$ cat src/shrp_defines.vh
// constants for the serial host register port
// assumes a 100 MHz core clock
`ifndef SHRP_DEFINES_VH
`define SHRP_DEFINES_VH
// link select strap codes
`define SHRP_LINK_I2C    2'h0
`define SHRP_LINK_SPI    2'h1
`define SHRP_LINK_UART   2'h2
// i2c slave addresses
`define SHRP_I2C_ADDR_A  7'h56
`define SHRP_I2C_ADDR_B  7'h65
// uart baud in bits per second, core clock in Hz, baud dividers in clk_sys cycles
`define SHRP_CLK_HZ      100000000
`define SHRP_BAUD_MIN    1200
`define SHRP_BAUD_MAX    115200
`define SHRP_BAUD_DEF    9600
`define SHRP_BAUD_DIV_DEF 17'h028b0
`define SHRP_BAUD_DIV_MIN 17'h00364
`define SHRP_BAUD_DIV_MAX 17'h14585
// character layout
`define SHRP_CHR_BITS    9
`define SHRP_CHR_CMD     8
`define SHRP_RW_BIT      7
`define SHRP_GAP_DEF     8'h00
`endif

$ cat src/shrp_sync.v
// two-flop synchroniser for one pin
// assumes input from outside the clk_sys domain
`timescale 1ns/10ps
module shrp_sync (
    clk_sys,
    rst,
    din,
    dout
);
    input  wire clk_sys;
    input  wire rst;
    input  wire din;
    output wire dout;

    reg meta_ff;
    reg sync_ff;

    always @(posedge clk_sys or posedge rst) begin
        if (rst) begin
            meta_ff <= 1'b1;
            sync_ff <= 1'b1;
        end else begin
            meta_ff <= din;
            sync_ff <= meta_ff;
        end
    end
    assign dout = sync_ff;
endmodule

$ cat src/shrp_uart_tx.v
// nine-bit async transmitter with programmable gap
// assumes baud divider and gap held stable in clk_sys domain
`timescale 1ns/10ps
`include "shrp_defines.vh"
module shrp_uart_tx (
    clk_sys,
    rst,
    baud_div,
    gap_bits,
    send,
    data,
    busy,
    txd
);
    input  wire        clk_sys;
    input  wire        rst;
    input  wire [16:0] baud_div;
    input  wire [7:0]  gap_bits;
    input  wire        send;
    input  wire [8:0]  data;
    output wire        busy;
    output reg         txd;

    reg [16:0] cnt_ff;
    reg [3:0]  bit_ff;
    reg [10:0] shf_ff;
    reg [7:0]  gap_ff;
    reg        act_ff;
    reg        gapf_ff;
    wire       tick;

    assign tick = (cnt_ff == 17'h00000);
    assign busy = act_ff | gapf_ff;

    always @(posedge clk_sys or posedge rst) begin
        if (rst) begin
            cnt_ff  <= 17'h00000;
            bit_ff  <= 4'h0;
            shf_ff  <= 11'h7ff;
            gap_ff  <= 8'h00;
            act_ff  <= 1'b0;
            gapf_ff <= 1'b0;
            txd     <= 1'b1;
        end else if (!busy) begin
            if (send) begin
                // start low, nine bits lsb first, stop high
                shf_ff <= {1'b1, data, 1'b0};
                act_ff <= 1'b1;
                bit_ff <= 4'h0;
                cnt_ff <= 17'h00000;
            end
        end else if (tick) begin
            cnt_ff <= baud_div - 17'h00001;
            if (act_ff) begin
                txd    <= shf_ff[0];
                shf_ff <= {1'b1, shf_ff[10:1]};
                bit_ff <= bit_ff + 4'h1;
                if (bit_ff == 4'hb) begin
                    txd     <= 1'b1;
                    act_ff  <= 1'b0;
                    gapf_ff <= (gap_bits != 8'h00);
                    gap_ff  <= gap_bits;
                end
            end else begin
                // idle gap between read characters
                gap_ff <= gap_ff - 8'h01;
                if (gap_ff == 8'h01) begin
                    gapf_ff <= 1'b0;
                end
            end
        end else begin
            cnt_ff <= cnt_ff - 17'h00001;
        end
    end
endmodule

$ cat src/shrp_top.v
// serial host register port: i2c, spi or nine-bit async slave
// assumes register file on clk_sys behind reg_* ports
`timescale 1ns/10ps
`include "shrp_defines.vh"
module shrp_top (
    clk_sys,
    rst,
    strap_link,
    strap_addr_sel,
    spi_cpol,
    spi_cpha,
    baud_div,
    baud_load,
    gap_bits,
    scl_in,
    sda_in,
    sda_out,
    sda_oe_n,
    cs_n_in,
    sck_in,
    serial_in_line,
    serial_out_line,
    rxd_in,
    txd_out,
    reg_addr,
    reg_wr,
    reg_rd,
    reg_wdata,
    reg_rdata,
    link_sel,
    baud_err
);
    input  wire       clk_sys;
    input  wire       rst;
    input  wire [1:0] strap_link;
    input  wire       strap_addr_sel;
    input  wire       spi_cpol;
    input  wire       spi_cpha;
    input  wire [16:0] baud_div;
    input  wire       baud_load;
    input  wire [7:0] gap_bits;
    input  wire       scl_in;
    input  wire       sda_in;
    output reg        sda_out;
    output reg        sda_oe_n;
    input  wire       cs_n_in;
    input  wire       sck_in;
    input  wire       serial_in_line;
    output reg        serial_out_line;
    input  wire       rxd_in;
    output reg        txd_out;
    output reg  [6:0] reg_addr;
    output reg        reg_wr;
    output reg        reg_rd;
    output reg  [7:0] reg_wdata;
    input  wire [7:0] reg_rdata;
    output reg  [1:0] link_sel;
    output reg        baud_err;

    // ==========================================================
    // strap capture
    reg       strap_done_ff;
    reg       addr_sel_ff;
    always @(posedge clk_sys or posedge rst) begin
        if (rst) begin
            strap_done_ff <= 1'b0;
            link_sel      <= `SHRP_LINK_I2C;
            addr_sel_ff   <= 1'b0;
        end else if (!strap_done_ff) begin
            // sampled once at release, then frozen
            strap_done_ff <= 1'b1;
            link_sel      <= strap_link;
            addr_sel_ff   <= strap_addr_sel;
        end
    end

    // ==========================================================
    // pin synchronisers
    wire [5:0] pin_raw;
    wire [5:0] pin_s;
    assign pin_raw = {rxd_in, serial_in_line, sck_in, cs_n_in, sda_in, scl_in};
    genvar gi;
    generate
        for (gi = 0; gi < 6; gi = gi + 1) begin : g_sync
            shrp_sync u_sync (
                .clk_sys (clk_sys),
                .rst     (rst),
                .din     (pin_raw[gi]),
                .dout    (pin_s[gi])
            );
        end
    endgenerate
    wire scl_s = pin_s[0];
    wire sda_s = pin_s[1];
    wire cs_s  = pin_s[2];
    wire sck_s = pin_s[3];
    wire si_s  = pin_s[4];
    wire rx_s  = pin_s[5];

    reg scl_d_ff;
    reg sda_d_ff;
    reg sck_d_ff;
    always @(posedge clk_sys or posedge rst) begin
        if (rst) begin
            scl_d_ff <= 1'b1;
            sda_d_ff <= 1'b1;
            sck_d_ff <= 1'b1;
        end else begin
            scl_d_ff <= scl_s;
            sda_d_ff <= sda_s;
            sck_d_ff <= sck_s;
        end
    end
    wire scl_rise = scl_s & ~scl_d_ff;
    wire scl_fall = ~scl_s & scl_d_ff;
    wire i2c_start = scl_s & scl_d_ff & sda_d_ff & ~sda_s;
    wire i2c_stop  = scl_s & scl_d_ff & ~sda_d_ff & sda_s;
    wire sck_rise = sck_s & ~sck_d_ff;
    wire sck_fall = ~sck_s & sck_d_ff;
    // modes 0/3 sample on rising, 1/2 on falling
    wire spi_smp = (spi_cpol ^ spi_cpha) ? sck_fall : sck_rise;
    wire spi_sht = (spi_cpol ^ spi_cpha) ? sck_rise : sck_fall;

    // ==========================================================
    // shared access strobes
    reg [6:0] nxt_addr;
    reg       nxt_wr;
    reg       nxt_rd;
    reg [7:0] nxt_wdata;

    // ==========================================================
    // i2c slave
    localparam I2_IDLE = 3'h0;
    localparam I2_DEV  = 3'h1;
    localparam I2_REG  = 3'h2;
    localparam I2_WDAT = 3'h3;
    localparam I2_RDAT = 3'h4;
    localparam I2_ACK  = 3'h5;
    localparam I2_MACK = 3'h6;
    reg [2:0] i2_st_ff;
    reg [2:0] i2_ret_ff;
    reg [3:0] i2_cnt_ff;
    reg [7:0] i2_sh_ff;
    reg [6:0] i2_addr_ff;
    reg       i2_wr_ff;
    reg       i2_wp_ff;
    reg       i2_rp_ff;
    wire [6:0] my_addr = addr_sel_ff ? `SHRP_I2C_ADDR_B : `SHRP_I2C_ADDR_A;
    wire i2_on = (link_sel == `SHRP_LINK_I2C) & strap_done_ff;

    always @(posedge clk_sys or posedge rst) begin
        if (rst) begin
            i2_st_ff   <= I2_IDLE;
            i2_ret_ff  <= I2_IDLE;
            i2_cnt_ff  <= 4'h0;
            i2_sh_ff   <= 8'h00;
            i2_addr_ff <= 7'h00;
            i2_wr_ff   <= 1'b0;
            i2_wp_ff   <= 1'b0;
            i2_rp_ff   <= 1'b0;
            sda_out    <= 1'b1;
            sda_oe_n   <= 1'b1;
        end else begin
            i2_wp_ff <= 1'b0;
            i2_rp_ff <= 1'b0;
            if (!i2_on || i2c_stop) begin
                // stop ends any burst
                i2_st_ff <= I2_IDLE;
                sda_oe_n <= 1'b1;
            end else if (i2c_start) begin
                i2_st_ff  <= I2_DEV;
                i2_cnt_ff <= 4'h0;
                sda_oe_n  <= 1'b1;
            end else begin
                case (i2_st_ff)
                    I2_DEV, I2_REG, I2_WDAT: begin
                        if (scl_rise) begin
                            i2_sh_ff  <= {i2_sh_ff[6:0], sda_s};
                            i2_cnt_ff <= i2_cnt_ff + 4'h1;
                        end else if (scl_fall && i2_cnt_ff == 4'h8) begin
                            i2_cnt_ff <= 4'h0;
                            if (i2_st_ff == I2_DEV) begin
                                if (i2_sh_ff[7:1] == my_addr) begin
                                    i2_wr_ff  <= ~i2_sh_ff[0];
                                    i2_ret_ff <= i2_sh_ff[0] ? I2_RDAT : I2_REG;
                                    // read fetches from earlier address
                                    i2_rp_ff  <= i2_sh_ff[0];
                                    // slave drives ack low
                                    sda_out   <= 1'b0;
                                    sda_oe_n  <= 1'b0;
                                    i2_st_ff  <= I2_ACK;
                                end else begin
                                    i2_st_ff <= I2_IDLE;
                                end
                            end else begin
                                if (i2_st_ff == I2_REG) begin
                                    i2_addr_ff <= i2_sh_ff[6:0];
                                end else begin
                                    i2_wp_ff <= 1'b1;
                                end
                                i2_ret_ff <= I2_WDAT;
                                sda_out   <= 1'b0;
                                sda_oe_n  <= 1'b0;
                                i2_st_ff  <= I2_ACK;
                            end
                        end
                    end
                    I2_ACK: begin
                        if (scl_fall) begin
                            i2_st_ff <= i2_ret_ff;
                            if (i2_ret_ff == I2_RDAT) begin
                                i2_sh_ff <= {reg_rdata[6:0], 1'b1};
                                sda_out  <= reg_rdata[7];
                                sda_oe_n <= 1'b0;
                                i2_cnt_ff <= 4'h1;
                            end else begin
                                sda_oe_n <= 1'b1;
                            end
                        end
                    end
                    I2_RDAT: begin
                        if (scl_fall) begin
                            if (i2_cnt_ff == 4'h8) begin
                                sda_oe_n <= 1'b1;
                                i2_st_ff <= I2_MACK;
                            end else begin
                                sda_out   <= i2_sh_ff[7];
                                i2_sh_ff  <= {i2_sh_ff[6:0], 1'b1};
                                i2_cnt_ff <= i2_cnt_ff + 4'h1;
                            end
                        end
                    end
                    I2_MACK: begin
                        if (scl_rise) begin
                            // host ack keeps burst at same address
                            i2_st_ff <= sda_s ? I2_IDLE : I2_ACK;
                            i2_ret_ff <= I2_RDAT;
                            i2_rp_ff  <= ~sda_s;
                        end
                    end
                    default: i2_st_ff <= I2_IDLE;
                endcase
            end
        end
    end

    // ==========================================================
    // spi slave
    reg [3:0] sp_cnt_ff;
    reg [7:0] sp_sh_ff;
    reg [7:0] sp_tx_ff;
    reg       sp_cmd_ff;
    reg       sp_rd_ff;
    reg [6:0] sp_addr_ff;
    reg       sp_wp_ff;
    reg       sp_rp_ff;
    wire sp_on = (link_sel == `SHRP_LINK_SPI) & strap_done_ff & ~cs_s;
    wire [7:0] sp_byte = {sp_sh_ff[6:0], si_s};

    always @(posedge clk_sys or posedge rst) begin
        if (rst) begin
            sp_cnt_ff       <= 4'h0;
            sp_sh_ff        <= 8'h00;
            sp_tx_ff        <= 8'h00;
            sp_cmd_ff       <= 1'b1;
            sp_rd_ff        <= 1'b0;
            sp_addr_ff      <= 7'h00;
            sp_wp_ff        <= 1'b0;
            sp_rp_ff        <= 1'b0;
            serial_out_line <= 1'b1;
        end else begin
            sp_wp_ff <= 1'b0;
            sp_rp_ff <= 1'b0;
            if (!sp_on) begin
                sp_cnt_ff <= 4'h0;
                sp_cmd_ff <= 1'b1;
                sp_rd_ff  <= 1'b0;
            end else begin
                if (spi_smp) begin
                    sp_sh_ff <= sp_byte; // msb first
                    if (sp_cnt_ff == 4'h7) begin
                        sp_cnt_ff <= 4'h0;
                        if (sp_cmd_ff) begin
                            // address a6..a0 then rw bit
                            sp_addr_ff <= sp_byte[7:1];
                            sp_rd_ff   <= sp_byte[0];
                            sp_rp_ff   <= sp_byte[0];
                            sp_cmd_ff  <= 1'b0;
                        end else if (!sp_rd_ff) begin
                            sp_wp_ff <= 1'b1;
                        end else begin
                            sp_rp_ff <= 1'b1;
                        end
                    end else begin
                        sp_cnt_ff <= sp_cnt_ff + 4'h1;
                    end
                end
                if (spi_sht && sp_rd_ff) begin
                    if (sp_cnt_ff == 4'h0) begin
                        serial_out_line <= reg_rdata[7];
                        sp_tx_ff        <= {reg_rdata[6:0], 1'b0};
                    end else begin
                        serial_out_line <= sp_tx_ff[7];
                        sp_tx_ff        <= {sp_tx_ff[6:0], 1'b0};
                    end
                end
            end
        end
    end

    // ==========================================================
    // async link
    reg [16:0] bd_ff;
    always @(posedge clk_sys or posedge rst) begin
        if (rst) begin
            bd_ff    <= `SHRP_BAUD_DIV_DEF;
            baud_err <= 1'b0;
        end else if (baud_load) begin
            // out of range divisors rejected
            if (baud_div >= `SHRP_BAUD_DIV_MIN && baud_div <= `SHRP_BAUD_DIV_MAX) begin
                bd_ff    <= baud_div;
                baud_err <= 1'b0;
            end else begin
                baud_err <= 1'b1;
            end
        end
    end

    reg [16:0] rc_ff;
    reg [3:0]  rb_ff;
    reg [8:0]  rs_ff;
    reg        rbusy_ff;
    reg        ur_wp_ff;
    reg        ur_rd_ff;
    reg        ur_go_ff;
    reg [6:0]  ur_addr_ff;
    wire ur_on = (link_sel == `SHRP_LINK_UART) & strap_done_ff;
    wire ur_tx_busy;
    wire ur_tx_go = ur_go_ff & ~ur_tx_busy & (reg_addr == ur_addr_ff);
    wire ur_txd;

    always @(posedge clk_sys or posedge rst) begin
        if (rst) begin
            rc_ff      <= 17'h00000;
            rb_ff      <= 4'h0;
            rs_ff      <= 9'h000;
            rbusy_ff   <= 1'b0;
            ur_wp_ff   <= 1'b0;
            ur_rd_ff   <= 1'b0;
            ur_go_ff   <= 1'b0;
            ur_addr_ff <= 7'h00;
        end else begin
            ur_wp_ff <= 1'b0;
            if (!ur_on) begin
                rbusy_ff <= 1'b0;
            end else if (!rbusy_ff) begin
                if (!rx_s) begin
                    rbusy_ff <= 1'b1;
                    rc_ff    <= {1'b0, bd_ff[16:1]};
                    rb_ff    <= 4'h0;
                end
            end else if (rc_ff != 17'h00000) begin
                rc_ff <= rc_ff - 17'h00001;
            end else begin
                rc_ff <= bd_ff - 17'h00001;
                rb_ff <= rb_ff + 4'h1;
                if (rb_ff == 4'h0) begin
                    rbusy_ff <= ~rx_s;
                end else if (rb_ff <= 4'h9) begin
                    rs_ff <= {rx_s, rs_ff[8:1]}; // lsb first
                end else begin
                    rbusy_ff <= 1'b0;
                    if (rx_s) begin
                        if (rs_ff[`SHRP_CHR_CMD]) begin
                            ur_addr_ff <= rs_ff[6:0];
                            ur_rd_ff   <= rs_ff[`SHRP_RW_BIT];
                            ur_go_ff   <= rs_ff[`SHRP_RW_BIT];
                        end else if (!ur_rd_ff) begin
                            ur_wp_ff <= 1'b1;
                        end
                    end
                end
            end
            if (ur_tx_go) begin
                ur_go_ff <= 1'b0;
            end
        end
    end

    // one character returned per read command
    shrp_uart_tx u_tx (
        .clk_sys  (clk_sys),
        .rst      (rst),
        .baud_div (bd_ff),
        .gap_bits (gap_bits),
        .send     (ur_tx_go),
        .data     ({1'b0, reg_rdata}),
        .busy     (ur_tx_busy),
        .txd      (ur_txd)
    );

    // ==========================================================
    // register access merge
    always @* begin
        nxt_addr  = reg_addr;
        nxt_wr    = 1'b0;
        nxt_rd    = 1'b0;
        nxt_wdata = reg_wdata;
        case (link_sel)
            `SHRP_LINK_I2C: begin
                nxt_addr  = i2_addr_ff;
                nxt_wr    = i2_wp_ff;
                nxt_rd    = i2_rp_ff;
                nxt_wdata = i2_sh_ff;
            end
            `SHRP_LINK_SPI: begin
                nxt_addr  = sp_addr_ff;
                nxt_wr    = sp_wp_ff;
                nxt_rd    = sp_rp_ff;
                nxt_wdata = sp_sh_ff;
            end
            `SHRP_LINK_UART: begin
                nxt_addr  = ur_addr_ff;
                nxt_wr    = ur_wp_ff;
                nxt_rd    = ur_tx_go;
                nxt_wdata = rs_ff[7:0];
            end
            default: begin
                nxt_wr = 1'b0;
            end
        endcase
    end

    always @(posedge clk_sys or posedge rst) begin
        if (rst) begin
            reg_addr  <= 7'h00;
            reg_wr    <= 1'b0;
            reg_rd    <= 1'b0;
            reg_wdata <= 8'h00;
            txd_out   <= 1'b1;
        end else begin
            reg_addr  <= nxt_addr;
            reg_wr    <= nxt_wr;
            reg_rd    <= nxt_rd;
            reg_wdata <= nxt_wdata;
            txd_out   <= ur_txd;
        end
    end
endmodule

$ cat config.mk
export PLATFORM = sky130hd
export DESIGN_NAME = shrp_top
export DESIGN_NICKNAME = d
export VERILOG_FILES = /design/src/shrp_sync.v /design/src/shrp_uart_tx.v /design/src/shrp_top.v
export VERILOG_INCLUDE_DIRS = /design/src /design/src/src
export SDC_FILE = /design/constraint.sdc
export NUM_CORES = 1
export LEC_CHECK = 0
export BUFFER_PORTS_ARGS = -buffer_cell sky130_fd_sc_hd__buf_4
export CORE_MARGIN = 3
export CORE_UTILIZATION = 30
export CTS_CLUSTER_SIZE = 25
export DETAILED_ROUTE_END_ITERATION = 6
export PLACE_DENSITY = 0.58
export SLEW_MARGIN = 5
export SYNTH_ARGS = -nofsm -noshare
export SYNTH_HDL_FRONTEND = slang
export SYNTH_SLANG_ARGS = --single-unit
export TNS_END_PERCENT = 100
$ cat constraint.sdc
create_clock -name clk_sys -period 6 [get_ports clk_sys]
set_input_delay 0.6 -clock clk_sys [delete_from_list [all_inputs] [get_ports clk_sys]]
set_output_delay 0.6 -clock clk_sys [all_outputs]
set_load 0.02 [all_outputs]
# --- Word-level counts from Yosys, hierarchy flattened ---
# Index checks and enable logic that the tools add are counted.
op_classes:
  n_addsub: 8
  order_cmp: 3
  eq_ne: 47
  muxes: 144
  bitwise: 33
  reduce_logical: 46
op_table:
  columns: ["operator", "n"]
  rows:
  - ["$mux 17", 6]
  - ["$mux 1", 80]
  - ["$mux 4", 17]
  - ["$mux 8", 8]
  - ["$mux 3", 17]
  - ["$sub 17x1->17 const B", 3]
  - ["$pmux 8 s3", 2]
  - ["$mux 11", 4]
  - ["$reduce_and 7->1", 6]
  - ["$ne 4x4->1 const B", 7]
  - ["$ne 2x2->1 const B", 13]
  - ["$pmux 7 s3", 1]
  - ["$ge 17x10->1 const B", 1]
  - ["$le 17x17->1 const B", 1]
  - ["$logic_not 17->1", 1]
  - ["$reduce_bool 17->1", 1]
  - ["$add 4x1->4 const B", 4]
  - ["$not 1->1", 16]
  - ["$and 1x1->1", 15]
  - ["$ne 3x3->1 const B", 5]
  - ["$reduce_and 3->1", 5]
  - ["$eq 7x7->1", 2]
  - ["$reduce_bool 2->1", 7]
  - ["$eq 3x3->1 const B", 4]
  - ["other kinds (35)", 55]
totals:
  regBits: 200
  inputBits: 47

# --- Longest topological paths before layout ---
logic_depth:
  depth_word: 9
  ltp_mapped: 10
  mapped_depth_nobuf: 7

# --- By module ---
# A second synthesis with hierarchy kept.
unflattened:
  hier_cells: 1102
  hier_area_um2: 10664.0
modules_own_cells:
  columns: ["module", "n_inst", "cells_per_inst", "area_each_um2", "seq_area_each_um2"]
  rows:
  - ["shrp_top", 1, 743, 7518.5, 3619.7]
  - ["shrp_uart_tx", 1, 341, 2807.7, 1064.8]
  - ["shrp_sync", 6, 3, 56.3, 52.6]

# --- Worst setup path before layout ---
# No wires, ideal clock.
synth_path:
  path_type: "input port to flip-flop"
  startpoint: "input port baud_div[15]"
  endpoint: "register bd_ff[0]"
  t_arrival_ps: 2238
  slack_ps: 3638
  path_stages: 6
  n_path_buf: 1
  cell_sequence: "or4_1 -> o41ai_1 -> nand2_1 -> o31ai_2 -> buf_6 -> mux2_2"
synth_between:
  elab_chain_len: 3
synth_rtl:
  columns: ["item", "line_no", "rtl"]
  rows:
  - ["start: declaration", "shrp_top.v:39", "input wire [16:0] baud_div;"]
  - ["$ge 17x10->1 (no source line) / $le 17x17->1 (equally long branches)", null, null]
  - ["$logic_and 1x1->1 (no source line) *", null, null]
  - ["$reduce_and 2->1 (no source line) *", null, null]
  - ["end signal: assignment", "shrp_top.v:316", "bd_ff <= `SHRP_BAUD_DIV_DEF;"]
  - ["end signal: assignment", "shrp_top.v:321", "bd_ff <= baud_div;"]
  - ["end: declaration", "shrp_top.v:313", "reg [16:0] bd_ff;"]
# Every way passes the cells marked *; elsewhere a longest branch is shown, timed or not.
# A chain may end at the register's enable or synchronous reset.

# --- Worst setup path after layout ---
layout_path:
  startpoint: "register link_sel[0]"
  endpoint: "register rb_ff[3]"
layout_between:
  elab_chain_len: 3
layout_rtl:
  columns: ["item", "line_no", "rtl"]
  rows:
  - ["start: declaration", "shrp_top.v:57", "output reg [1:0] link_sel;"]
  - ["start signal: assignment", "shrp_top.v:67", "link_sel <= `SHRP_LINK_I2C;"]
  - ["start signal: assignment", "shrp_top.v:72", "link_sel <= strap_link;"]
  - ["$eq 2x2->1", null, null]
  - ["$and 1x1->1", "shrp_top.v:337", "wire ur_on = (link_sel == `SHRP_LINK_UART) & strap_done_ff;"]
  - ["$reduce_and 3->1 (no source line)", null, null]
  - ["end signal: assignment", "shrp_top.v:366", "rb_ff <= rb_ff + 4'h1;"]
  - ["end: declaration", "shrp_top.v:330", "reg [3:0] rb_ff;"]
# Every way passes these cells.

==> results.sh <==
export IMPL_gr_total_overflow=0
export IMPL_io_buffers=70
export IMPL_synth_edf_count=0
export IMPL_place_inst=1553
export IMPL_avgViaCountPerCell=5.41
export IMPL_finalNonFillerCells=1585
export IMPL_areaGrowthSynthToFinish_pct=14.4
export IMPL_synth_compound_area_frac=0.184
export IMPL_synth_top_family_by_area="compound AO/OA/AOI/OAI gates"
export IMPL_cp_data_arrival_time_ns=3.40
export IMPL_critPathMaxFanout=21
export IMPL_power_leakage_nw=5.10
export IMPL_startpoint_type="flip-flop"
export IMPL_ys_warn_count=0
export IMPL_yosys_area_share_simple=0.176
export IMPL_holdPathStages=1
export IMPL_worst_path_buf_inv=1
export IMPL_dp_hpwl_um=19800
export IMPL_clock_sinks=198
export IMPL_path_clk_slew_ns=0.09
export IMPL_rsz0062_at_grt="no"
export IMPL_async_flop_share=1.00
export IMPL_cts_tree="built"
export IMPL_die_y_um=194
export IMPL_skew_ns=0.0123
export IMPL_status="finished clean"
export IMPL_r2r_start="link_sel[0]"
export IMPL_grt_max_degree=140
export IMPL_cts_buffers=17
export IMPL_muxShareOfSynthArea=0.0935
export IMPL_fillCellCount=3482
export IMPL_drv_cap=0
export IMPL_vias=8574
export IMPL_cp_required_ns=6.37
export IMPL_cts_root_buf="clkbuf_16"
export IMPL_grt_pass1_vias=8278
export IMPL_ios=71
export IMPL_critical_path_class="flip-flop to flip-flop"
export IMPL_cts_htree_levels=4
export IMPL_syn_num_nets=1139
export IMPL_reg2reg_slack_ns=2.97
export IMPL_routed_wirelength_um=27700
export IMPL_drt_initial_drc_count=560
export IMPL_finalCriticalPeriod_ns=3.03
export IMPL_drtPass1Iterations=5
export IMPL_hold_buffers=0
export IMPL_wl_per_cell_um=17.5
export IMPL_power_ir_vdd_worst_mv=0.214
export IMPL_start_util=0.306
export IMPL_setup_viol=0
export IMPL_ant_nets=0
export IMPL_ys_seq_area_frac=0.469
export IMPL_hold_class="input pin to flip-flop"
export IMPL_dieArea_um2=37800
export IMPL_synth_xor_area_share=0.0222
export IMPL_die_width_um=194
export IMPL_synth_area_um2=10700
export IMPL_r2r_end="rb_ff[3]"
export IMPL_final_max_slew_viol_count=0
export IMPL_avgSynthCellArea_um2=9.93
export IMPL_rows=68
export IMPL_end_kind="flip-flop"
export IMPL_clock_fmax_ghz=0.330
export IMPL_routabilityCongestion=0.852
export IMPL_synthFlopType="dfrtp_1"
export IMPL_cellPowerDensity_nw_per_um2=294
export IMPL_ctsResizeCount=0
export IMPL_min_from="scl_in"
export IMPL_antenna_found_initial=0
export IMPL_min_to="g_sync[0].u_sync.meta_ff"
export IMPL_crit_start="link_sel[0]"
export IMPL_grt_usage=0.147
export IMPL_crit_chain="inv_1, ha_1, nand2_1, a21oi_1, nand4_1, or4_1, o21ai_0"
export IMPL_tightestPinTransition_ns=1.29
export IMPL_clockBufferDepth=2
export IMPL_cp_top_family="compound AO/OA/AOI/OAI gates"
export IMPL_critPathMaxStageDelay_ns=0.82
export IMPL_drc=0
export IMPL_drive_gt1_frac=0.197
export IMPL_fin_crit_sh=0.504
export IMPL_ys_types=82
export IMPL_fin_setup_tns_ns=0
export IMPL_final_nets=1183
export IMPL_synthAdderAreaFrac=0.0223
export IMPL_insertion_delay_ns=0.45
export IMPL_slew_headroom=0.136
export IMPL_critPathSlowestCell="a21oi_1"
export IMPL_post_cts_buffers=0
export IMPL_syn_inst=1073
export IMPL_hold_viol=0
export IMPL_reg2regPathDepth=7
export IMPL_diodes=0
export IMPL_synth_seq_cells=198
export IMPL_grt_pass1_wl_um=45800
export IMPL_core_um2=34800
==> cells by family after synthesis <==
| logic type | Yosys count |
|---|---|
| AND/OR/NAND/NOR | 347 |
| XOR/XNOR | 27 |
| AO/OA/AOI/OAI | 304 |
| flip-flops | 198 |
| adder cells (fa/ha/maj) | 19 |
| other | 1 |
| multiplexers | 92 |
| buffers and inverters | 85 |
==> worst max path at each step <==
| stage | cells after the start | end | slack [ns] |
|---|---|---|---|
| after floorplan | 1 | addr_sel_ff | 0.06 |
| after global placement | 6 | u_tx.gap_ff[7] | 3.15 |
| after detailed placement | 7 | rb_ff[3] | 3.00 |
| after CTS | 7 | rb_ff[3] | 2.98 |
| after global routing | 7 | rb_ff[3] | 2.66 |
| final | 7 | rb_ff[3] | 2.97 |
==> area by class of cell <==
cell class / instances / area (um2) / area share
sequential: 198 / 5000 / 0.410
multi-input combinational: 790 / 5310 / 0.436
clock buffer: 17 / 425 / 0.0349
inverter: 34 / 135 / 0.0111
clock inverter: 15 / 174 / 0.0143
timing repair buffer: 76 / 571 / 0.0468
tap: 455 / 569 / 0.0467
==> per-stage QoR <==
stage	hold slack (ns)	power, mW	utilization	setup slack (ns)	cell area [um2]
finish	0.249	3.58	0.350	2.97	12200
global route	0.229	3.78	0.350	2.66	12200
CTS	0.231	3.61	0.350	2.98	12200
detailed placement	0.349	2.44	0.333	3.00	11600
global placement	0.347	2.43	0.333	3.15	11600
floorplan	0.345	2.18	-	0.0623	10700
==> where the power goes <==
group | leakage (nW) | internal (mW) | switching (mW)
clock | 0.285 | 0.565 | 0.599
combinational | 2.38 | 0.293 | 0.394
sequential | 2.44 | 1.50 | 0.227
total | 5.10 | 2.36 | 1.22
==> sequential cells by signal (all words and copies together) (netlist names), 9 cells and up <==
signal,count
u_tx.cnt_ff,17
u_tx.shf_ff,10
rs_ff,9
rc_ff,17
bd_ff,17
==> metal layers <==
metal | wire length [um] | track usage
met2 | 13000 | 0.234
met3 | 1240 | 0.0267
met5 | 0 | 0
met1 | 13000 | 0.207
met4 | 382 | 0.0359
==> layout by cell type, fill, tap and decap left out, drive strengths merged, types with 16 or more instances in the layout <==
cell type / n
dfrtp: 162
o21ai: 96
nand2: 90
nor2: 81
buf: 76
a21oi: 66
mux2: 60
inv: 41
dfstp: 36
mux2i: 32
nor3: 25
nand3: 21
a31oi: 20
ha: 19
nor4: 18
a22oi: 17
clkbuf: 17
xnor2: 16
==> Yosys cell counts, types with 8 or more instances <==
| library cell | instances | area share |
|---|---|---|
| mux2i_1 | 32 | 0.030 |
| and3_1 | 14 | 0.0082 |
| clkbuf_1 | 38 | 0.013 |
| a22oi_1 | 17 | 0.012 |
| nand2_1 | 88 | 0.031 |
| dfstp_2 | 36 | 0.089 |
| a22o_1 | 11 | 0.0090 |
| or4_1 | 13 | 0.0092 |
| nand4_1 | 14 | 0.0082 |
| xor2_1 | 11 | 0.0090 |
| a21oi_1 | 65 | 0.031 |
| o211ai_1 | 8 | 0.0056 |
| nand3_1 | 20 | 0.0094 |
| nor4_1 | 14 | 0.0082 |
| inv_1 | 33 | 0.012 |
| nor3_1 | 25 | 0.012 |
| nor2_1 | 81 | 0.029 |
| mux2_2 | 60 | 0.063 |
| xnor2_1 | 16 | 0.013 |
| o2bb2ai_1 | 14 | 0.012 |
| dfrtp_1 | 162 | 0.38 |
| o21ai_0 | 93 | 0.044 |
| nor3b_1 | 8 | 0.0056 |
| ha_1 | 19 | 0.022 |
| nand2b_1 | 10 | 0.0059 |
| a31oi_1 | 20 | 0.012 |
No activity file was read; power rests on OpenSTA's default activity.
